==> src/fhsm_pkg.sv <==
// package for the fault history and status monitor: field widths, codes, record layout.
// assumes one core clock, registers reached by parameter code over a simple read/write port.
// Contract
// - live input terminal levels, one bit each, three or five bits wide
// - standard variant reports terminals one to three only, upper bits absent
// - two-bit output state, relay and open collector, zero after reset
// - active fault code shown while a trip is present
// - trip captures fault, frequency, current, phase; read out in that order
// - phase item is accelerating, decelerating or constant speed
// - history holds up to five records, same content as current fault
// - one-bit clear control, reset zero, erases all five entries
// - fault reset moves current record into entry one
// - entry one moves to entry two on the same reset step
// - simultaneous trips share one entry, in sequential order; the code ors their codes and keeps the first snapshot
package fhsm_pkg;
    localparam int NUM_INPUTS = 5;
    localparam int NUM_STD_INPUTS = 3;
    localparam int HIST_DEPTH = 5;
    localparam int FAULT_W = 8;
    localparam int SUB_W = 2;
    localparam logic [7:0] NO_FAULT = 8'h00;
    localparam logic [1:0] OUT_STATE_RESET = 2'h0;
    localparam logic HIST_CLEAR_RESET = 1'b0;

    // parameter codes used as addresses on the keypad access port
    localparam logic [7:0] CODE_INPUT_STATE = 8'h5a;
    localparam logic [7:0] CODE_OUTPUT_STATE = 8'h29;
    localparam logic [7:0] CODE_ACTIVE_FAULT = 8'h00;
    localparam logic [7:0] CODE_HIST_FIRST = 8'h5b;
    localparam logic [7:0] CODE_HIST_LAST = 8'h5f;
    localparam logic [7:0] CODE_HIST_CLEAR = 8'h60;

    // item selector for the sequential read-out of one record
    localparam logic [1:0] ITEM_FAULT = 2'h0;
    localparam logic [1:0] ITEM_FREQ = 2'h1;
    localparam logic [1:0] ITEM_CURRENT = 2'h2;
    localparam logic [1:0] ITEM_PHASE = 2'h3;

    typedef enum logic [1:0] {
        FHSM_PHASE_ACCEL = 2'h0,
        FHSM_PHASE_DECEL = 2'h1,
        FHSM_PHASE_CONST = 2'h3
    } fhsm_phase_type;

    typedef struct packed {
        logic [7:0] faultCode;
        logic [15:0] frequency;
        logic [15:0] current;
        fhsm_phase_type phase;
    } fhsm_record_type;

    localparam fhsm_record_type EMPTY_RECORD = '{
        faultCode: NO_FAULT, frequency: 16'h0000, current: 16'h0000,
        phase: FHSM_PHASE_CONST};
endpackage : fhsm_pkg

==> src/fhsm_history.sv <==
// five-deep fault history, newest in entry one.
// assumes shift and clear are single-cycle pulses from the monitor top.
`timescale 1ns/1ns
module fhsm_history (
    input wire logic core_clk,
    input wire logic rstn,
    input wire logic shiftIn,
    input wire logic clearAll,
    input fhsm_pkg::fhsm_record_type newRecord,
    input wire logic [2:0] readIndex,
    output fhsm_pkg::fhsm_record_type readRecord
);
    fhsm_pkg::fhsm_record_type entry_reg [fhsm_pkg::HIST_DEPTH];

    genvar gi;
    generate
        for (gi = 0; gi < fhsm_pkg::HIST_DEPTH; gi++) begin : g_entry
            always_ff @(posedge core_clk or negedge rstn) begin
                if (!rstn) begin
                    entry_reg[gi] <= fhsm_pkg::EMPTY_RECORD;
                end else if (clearAll) begin
                    entry_reg[gi] <= fhsm_pkg::EMPTY_RECORD;
                end else if (shiftIn) begin
                    if (gi == 0) begin
                        entry_reg[gi] <= newRecord;
                    end else begin
                        // last entry's old content falls off the end
                        entry_reg[gi] <= entry_reg[gi-1];
                    end
                end
            end
        end
    endgenerate

    always_ff @(posedge core_clk or negedge rstn) begin
        if (!rstn) begin
            readRecord <= fhsm_pkg::EMPTY_RECORD;
        end else if (readIndex < 3'(fhsm_pkg::HIST_DEPTH)) begin
            readRecord <= entry_reg[readIndex];
        end else begin
            readRecord <= fhsm_pkg::EMPTY_RECORD;
        end
    end
endmodule : fhsm_history

==> src/fhsm_monitor.sv <==
// top of the status and fault record monitor.
// assumes the drive core gives trip pulses with snapshot values, and the keypad
// reads by parameter code with an item selector; all inputs synchronous to core_clk.
`timescale 1ns/1ns
module fhsm_monitor #(
    parameter bit ADVANCED_IO = 1'b1
) (
    input wire logic core_clk,
    input wire logic rstn,
    input wire logic [4:0] terminalLevel,
    input wire logic relayOn,
    input wire logic openCollectorOn,
    input wire logic tripPulse,
    input wire logic [7:0] tripCode,
    input wire logic [15:0] tripFrequency,
    input wire logic [15:0] tripCurrent,
    input fhsm_pkg::fhsm_phase_type tripPhase,
    input wire logic faultResetPulse,
    input wire logic [7:0] regCode,
    input wire logic [1:0] regItem,
    input wire logic regWrite,
    input wire logic [15:0] regWriteData,
    output logic [15:0] regReadData,
    output logic tripActive
);
    fhsm_pkg::fhsm_record_type current_reg;
    fhsm_pkg::fhsm_record_type histRecord;
    logic [4:0] inputState_reg;
    logic [1:0] outputState_reg;
    logic histClear_reg;
    logic [2:0] histIndex;
    logic [15:0] readNext;

    ////////////////////////////////////////////////////////////////////////////
    // live terminal snapshots
    always_ff @(posedge core_clk or negedge rstn) begin
        if (!rstn) begin
            inputState_reg <= 5'h00;
        end else if (ADVANCED_IO) begin
            inputState_reg <= terminalLevel;
        end else begin
            // terminals four and five do not exist on the standard board
            inputState_reg <= {2'h0, terminalLevel[fhsm_pkg::NUM_STD_INPUTS-1:0]};
        end
    end

    always_ff @(posedge core_clk or negedge rstn) begin
        if (!rstn) begin
            outputState_reg <= fhsm_pkg::OUT_STATE_RESET;
        end else begin
            outputState_reg <= {openCollectorOn, relayOn};
        end
    end

    ////////////////////////////////////////////////////////////////////////////
    // active trip record
    always_ff @(posedge core_clk or negedge rstn) begin
        if (!rstn) begin
            current_reg <= fhsm_pkg::EMPTY_RECORD;
            tripActive <= 1'b0;
        end else if (tripPulse) begin
            // a trip in the reset cycle wins: it starts a fresh record
            tripActive <= 1'b1;
            if (tripActive && !faultResetPulse) begin
                // simultaneous trips merge: codes or'ed, first snapshot kept
                current_reg.faultCode <= current_reg.faultCode | tripCode;
            end else begin
                current_reg <= '{faultCode: tripCode, frequency: tripFrequency,
                    current: tripCurrent, phase: tripPhase};
            end
        end else if (faultResetPulse) begin
            tripActive <= 1'b0;
            current_reg <= fhsm_pkg::EMPTY_RECORD;
        end
    end

    ////////////////////////////////////////////////////////////////////////////
    // history and clear control
    always_ff @(posedge core_clk or negedge rstn) begin
        if (!rstn) begin
            histClear_reg <= fhsm_pkg::HIST_CLEAR_RESET;
        end else if (regWrite && regCode == fhsm_pkg::CODE_HIST_CLEAR) begin
            histClear_reg <= regWriteData[0];
        end else begin
            // self-clearing so a second clear can be issued later
            histClear_reg <= 1'b0;
        end
    end

    always_comb begin
        histIndex = 3'h7;
        if (regCode >= fhsm_pkg::CODE_HIST_FIRST && regCode <= fhsm_pkg::CODE_HIST_LAST) begin
            histIndex = 3'(regCode - fhsm_pkg::CODE_HIST_FIRST);
        end
    end

    fhsm_history u_history (
        .core_clk(core_clk),
        .rstn(rstn),
        .shiftIn(faultResetPulse && tripActive),
        .clearAll(histClear_reg),
        .newRecord(current_reg),
        .readIndex(histIndex),
        .readRecord(histRecord)
    );

    ////////////////////////////////////////////////////////////////////////////
    // keypad read path; history data lags the code by one cycle
    function automatic logic [15:0] itemOf(input fhsm_pkg::fhsm_record_type rec,
                                           input logic [1:0] item);
        unique case (item)
            fhsm_pkg::ITEM_FAULT: itemOf = {8'h00, rec.faultCode};
            fhsm_pkg::ITEM_FREQ: itemOf = rec.frequency;
            fhsm_pkg::ITEM_CURRENT: itemOf = rec.current;
            fhsm_pkg::ITEM_PHASE: itemOf = {14'h0000, rec.phase};
        endcase
    endfunction : itemOf

    always_comb begin
        readNext = 16'h0000;
        if (regCode == fhsm_pkg::CODE_INPUT_STATE) begin
            readNext = {11'h000, inputState_reg};
        end else if (regCode == fhsm_pkg::CODE_OUTPUT_STATE) begin
            readNext = {14'h0000, outputState_reg};
        end else if (regCode == fhsm_pkg::CODE_ACTIVE_FAULT) begin
            readNext = itemOf(current_reg, regItem);
        end else if (histIndex != 3'h7) begin
            readNext = itemOf(histRecord, regItem);
        end else if (regCode == fhsm_pkg::CODE_HIST_CLEAR) begin
            readNext = {15'h0000, histClear_reg};
        end
    end

    always_ff @(posedge core_clk or negedge rstn) begin
        if (!rstn) begin
            regReadData <= 16'h0000;
        end else begin
            regReadData <= readNext;
        end
    end
endmodule : fhsm_monitor

==> config.mk <==
export PLATFORM = sky130hd
export DESIGN_NAME = fhsm_monitor
export DESIGN_NICKNAME = d
export VERILOG_FILES = /design/src/fhsm_pkg.sv /design/src/fhsm_history.sv /design/src/fhsm_monitor.sv
export SDC_FILE = /design/constraint.sdc
export NUM_CORES = 1
export LEC_CHECK = 0
export BUFFER_PORTS_ARGS = -buffer_cell sky130_fd_sc_hd__buf_4
export CORE_MARGIN = 2
export CORE_UTILIZATION = 25
export DETAILED_ROUTE_END_ITERATION = 6
export PLACE_DENSITY_LB_ADDON = 0.2
export SETUP_SLACK_MARGIN = 0.3
export SLEW_MARGIN = 20
export SYNTH_ARGS = -nofsm -noshare
export SYNTH_HDL_FRONTEND = slang
export SYNTH_SLANG_ARGS = --single-unit
==> constraint.sdc <==
create_clock -name core_clk -period 2.3 [get_ports core_clk]
set_input_delay 0.46 -clock core_clk [delete_from_list [all_inputs] [get_ports core_clk]]
set_output_delay 0.46 -clock core_clk [all_outputs]
set_load 0.02 [all_outputs]
; ---- Word level (Yosys, flattened, before mapping)
; Index checks and enable logic that the tools add are counted.
[totals]
register_bits = 319
input_bits = 80
output_inout_bits = 17
wordCells = 87
[classes]
addsub = 1
n_lt_le_gt_ge = 4
n_eq_ne = 8
muxes = 29
bitwise = 2
n_reduce_logical = 10
[ops]
columns = cell, n
row1 = $mux W42, 15
row2 = $pmux W16 S4, 2
row3 = $bmux W42 S3, 1
row4 = $mux W16, 4
row5 = $mux W34, 1
row6 = $eq A8 B7 Y1 const B, 2
row7 = $eq A8 B6 Y1 const B, 1
row8 = $ge A8 B7 Y1 const B, 1
row9 = $le A8 B7 Y1 const B, 1
row10 = $logic_not A8 Y1, 1
row11 = $mux W8, 1
row12 = $or A8 B8 Y8, 1
row13 = $eq A2 B2 Y1 const B, 2
row14 = $ge A4 B4 Y1 const B, 1
row15 = $logic_and A1 B1 Y1, 4
row16 = $mux W1, 4
row17 = $not A3 Y4, 1
row18 = $reduce_bool A2 Y1, 2
row19 = $lt A3 B3 Y1 const B, 1
row20 = $mux W3, 1
row21 = $ne A3 B3 Y1 const B, 1
row22 = $sub A3 B2 Y3 const B, 1
row23 = $eq A2 B1 Y1 const B, 1
row24 = $logic_not A2 Y1, 1
row25 = 3 further kinds, 3

; ---- Depth between registers and ports, before layout
[depth]
depth_word = 8
mapped_depth = 9
ltp_nobuf = 6

; ---- Cells and area by module
; Synthesis repeated with hierarchy kept, for this count alone.
[unflattened]
hier_cells = 1171
area_unflattened_um2 = 14391.3
[by_module_without_submodules]
columns = mod, instances, cells_per_inst, area_each_um2, seq_area_each_um2
row1 = fhsm_history, 1, 917, 11284.6, 6321.1
row2 = fhsm_monitor, 1, 254, 3106.7, 1679.1

; ---- Worst setup path before layout
; OpenSTA, ideal clock, no wires.
[synth_timing]
path_kind = input port to flip-flop
from = input port regCode[0]
to = register u_history.readRecord[12] (netlist name)
setup_time_ps = 121
t_arrival_ps = 2471
required_ps = 2179
setup_slack_ps = -292
stages = 7
n_path_buf = 3
cell_sequence = inv_1 clkbuf_1 ha_1 clkbuf_1 clkbuf_1 mux4_2 a22o_1
[synth_via]
elab_chain_cells = 8
word_cells_on_any_way = 11
cone_classes = 1 x add/sub / 3 x order compare / 5 x mux / 1 x bitwise / 1 x reduce/logical
[synth_lines]
columns = item, line
row1 = from (decl), fhsm_monitor.sv:19  ; input wire logic [7:0] regCode,
row2 = $ge A8 B7 Y1 or $le A8 B7 Y1 (tied branches), fhsm_monitor.sv:92  ; if (regCode >= fhsm_pkg::CODE_HIST_FIRST && regCode <= fhsm_pkg::CODE_HIST_LAST) begin
row3 = $logic_and A1 B1 Y1, fhsm_monitor.sv:92
row4 = $mux W3 *, fhsm_monitor.sv:92
row5 = $not A3 Y4 (implied by the code), fhsm_history.sv:39  ; readRecord <= entry_reg[readIndex];
row6 = $bmux W42 S3, fhsm_history.sv:39
row7 = $mux W42 (implied by the code) (2 in a row), fhsm_history.sv:39
row8 = $mux W42 *, fhsm_history.sv:38  ; end else if (readIndex < 3'(fhsm_pkg::HIST_DEPTH)) begin
row9 = to (signal assigned), fhsm_history.sv:37  ; readRecord <= fhsm_pkg::EMPTY_RECORD;
row10 = to (signal assigned), fhsm_history.sv:39
row11 = to (signal assigned), fhsm_history.sv:41  ; readRecord <= fhsm_pkg::EMPTY_RECORD;
row12 = to (decl), fhsm_history.sv:11  ; output fhsm_pkg::fhsm_record_type readRecord
; Mark *: on every way between the ends. The rest lies on a longest branch, timed or not. The select of a mux whose other input is x is not followed.
; A chain may end at the register's enable or synchronous reset.

; ---- Final worst setup path
[layout_timing]
from = input port regCode[7]
to = register u_history.readRecord[28] (netlist name)
[layout_via]
elab_chain_cells = 8
word_cells_on_any_way = 10
cone_classes = 3 x order compare / 5 x mux / 1 x bitwise / 1 x reduce/logical
[layout_lines]
columns = item, line
row1 = $ge A8 B7 Y1 or $le A8 B7 Y1 (tied branches), fhsm_monitor.sv:92
row2 = $logic_and A1 B1 Y1 *, fhsm_monitor.sv:92
row3 = $mux W3 *, fhsm_monitor.sv:92
row4 = $not A3 Y4 (implied by the code), fhsm_history.sv:39
row5 = $bmux W42 S3, fhsm_history.sv:39
row6 = $mux W42 (implied by the code) (2 in a row), fhsm_history.sv:39
row7 = $mux W42 *, fhsm_history.sv:38
; Marks and branches as above.

==> run metrics <==
layout cells sized above 1=18.53%; initial antenna violation count=0; Slew Viols, Final=0; DRT Wirelength=41.45 mm; delay of the slowest critical-path stage=0.46 ns; most frequent cells in the layout=421 x nand2_1, 304 x dfrtp_1, 204 x a21oi_1; status=complete, no violations; Mapped Avg Cell Area=10.26 um2; min Tclk post-route=1.834 ns; global-route wire length before repair=65.02 mm; Die Y=241.3 um; origin of the worst setup path=regCode[7]; Syn Inst Count=roughly 1400; IO Count=97; vias=10535; Yosys cell types=45; worst-path maximum fanout=32; max FFs per register=210; Worst setup EP type=flop; cell-by-cell listing of the critical path=buf_4, or3b_4, buf_12, or3_1, mux4_2, a22o_1; multiplexer share of the synthesized area=7.884%; CTS resizes=0; vias in the first global route=10629; end point of the critical path=u_history.readRecord[28]$_DFF_PN0_; HPWL Detailed=25.01 mm; maximum clock insertion buffer count=3; FF+latch count, synth=319; Clock Sink Count=319; Wirelength per Cell=18.80 um; reg-to-reg critical path endpoint=regReadData[0]$_DFF_PN0_; Final Setup Violations=0; Max Cap Viol=0; Clock Skew=0.02642 ns; vias per cell=between 4 and 5; reg2reg start=current_reg[2]$_DFFE_PN0P_; placed cells=2137; warnings from Yosys=0; Post-synth EDFFs=0; R2R Setup Slk=about 0.56 ns; ys flop type=dfrtp_1; H-tree Lvls=2; Worst Setup Path Type=input port to flop; clock buffer count from CTS=38; Rows=86; Non-Filler Instances=2205; Post-synth ARST share=100.0%; Hold WS=about 0.031 ns; antenna-violating nets left=0; Register-to-Register Path Depth=5; relative slew slack=50.19%; Synth Area in Compound Gates=15.94%; largest family of logic cells by synthesized area=compound AO/OA/AOI/OAI gates; DRC viols=0; die footprint=58220 um2; P_leak=7.533 nW; Final Hold Fails=0; peak supply drop=0.0006076 V; Max Freq=545.2 MHz; die width=241.3 um; grt ovf=0; Initial Util=approximately a quarter; Synthesized Nets=1456; clk_lat worst skew=0.54 ns; Post-Syn Area=roughly 14000 um2; period utilization=between 70% and 80%; area share of xor/xnor cells in the synthesized design=0.06222%; pin count of the biggest net entering global routing=140; most common cell after layout, fill and taps aside=nand2_1; clock slew at reported path FFs=0.06 ns; DRT iter0 DRCs=between 800 and 900; Core Box Area=55420 um2; Clock Root Buffer=clkbuf_16; slowest library cell on the worst path=mux4_2; Critical Path Start Type=input port; ANT cells=0; HP Class=input port to flop; Final Wtd Congestion=0.7357; Initial DRT Pass Iterations=5; Fillers=5704; worst hold start=terminalLevel[1]; Worst Path Required=2.71 ns; Tot GR Track Use=14.38%; Port Buffers=between 80 and 90; Nets=1514; Pwr Density=902.7 nW/um2; worst slew pin tran=0.7471 ns; CTS tree=built; area grow syn2layout=22.69%; post-synthesis adder-cell area fraction=less than 1%; Seq/Total Area, Yosys=56.84%; Synth Area in Simple Gates=about 15%; critical path arrival=2.24 ns; RSZ-0062 raised after global routing=no
worst max-delay path, delay by kind of cell:
family | cells | cell delay [ns]
mux | 1 | 0.46
buf+inv | 2 | 0.30
compound gates | 1 | 0.20
simple gates | 2 | 0.79
power by group:
group	total (mW)	internal (mW)	switching (mW)
Clock	6.82	4.37	2.45
Combinational	1.80	0.846	0.953
Sequential	6.97	6.40	0.578
kinds of logic after synthesis:
group | after synthesis
AND/OR/NAND/NOR | 512
AO/OA/AOI/OAI | 350
flip-flops | 319
buffers and inverters | 128
multiplexers | 58
adder cells (fa/ha/maj) | 4
XOR/XNOR | 1
metrics by stage:
step                      power [mW]  setup WS (ns)  area [um2]  utilization [%]  TNS (ns)
after floorplan                8.093         0.2139       14090                -         0
after global placement         8.840       -0.03771       15840            28.59   -0.7121
after detailed placement       8.888       -0.06974       15840            28.59    -1.012
after CTS                      15.80         0.4959       17270            31.17         0
after global routing           16.34         0.4584       17270            31.17         0
final                          15.59         0.4659       17270            31.17         0
worst min path at each step:
stage,endpoint,depth (start not counted)
3_3_place_gp,u_history.entry_reg[98]$_DFFE_PN0P_,1
3_5_place_dp,u_history.entry_reg[97]$_DFFE_PN0P_,1
2_1_floorplan,current_reg[10]$_DFFE_PN0P_,0
6_report,inputState_reg[1]$_DFF_PN0_,1
4_1_cts,inputState_reg[2]$_DFF_PN0_,1
5_1_grt,inputState_reg[2]$_DFF_PN0_,1
cell type report:
type,count,area [um2],area share [%]
timing repair buffer,137,1289,7.462
tap,748,935.9,5.419
multi-input combinational,925,5590,32.37
inverter,9,33.78,0.1956
clock buffer,52,1105,6.397
sequential,319,8004,46.35
clock inverter,15,312.8,1.811
metal layers:
| layer | vias to the layer above | track usage, % | wire [um] |
|---|---|---|---|
| met5 | - | 0 | 0 |
| li1 | 4870 | - | - |
| met3 | 58 | 1.983 | 1986 |
| met4 | 0 | 3.928 | 858 |
| met1 | 5350 | 21.41 | 20260 |
| met2 | 257 | 21.80 | 18350 |
cells in the mapped netlist (4+ instances only):
cell type / count / share of area (%)
mux2i_1: 13 / 0.92
nand3b_1: 6 / 0.32
buf_2: 11 / 0.39
a22o_1: 96 / 6.0
dfrtp_1: 305 / 54
or3_1: 38 / 1.7
ha_1: 4 / 0.36
o2bb2ai_1: 12 / 0.75
nor4_1: 4 / 0.18
a211o_1: 4 / 0.25
inv_1: 9 / 0.24
clkbuf_1: 98 / 2.6
buf_1: 6 / 0.16
nor2_1: 19 / 0.51
a22oi_1: 14 / 0.75
buf_6: 4 / 0.32
mux4_2: 42 / 6.7
nand2_1: 422 / 11
a21oi_1: 205 / 7.3
o21ai_0: 8 / 0.28
dfstp_2: 14 / 2.6
what timing repair did:
| action | in CTS | in global routing |
|---|---|---|
| hold buffers | 1 | 0 |
| hold endpoints to repair | 43 | 0 |
| setup endpoints to repair | 0 | 0 |
| setup buffers | 0 | 0 |
Note: power is estimated with default switching activity, not from simulation.
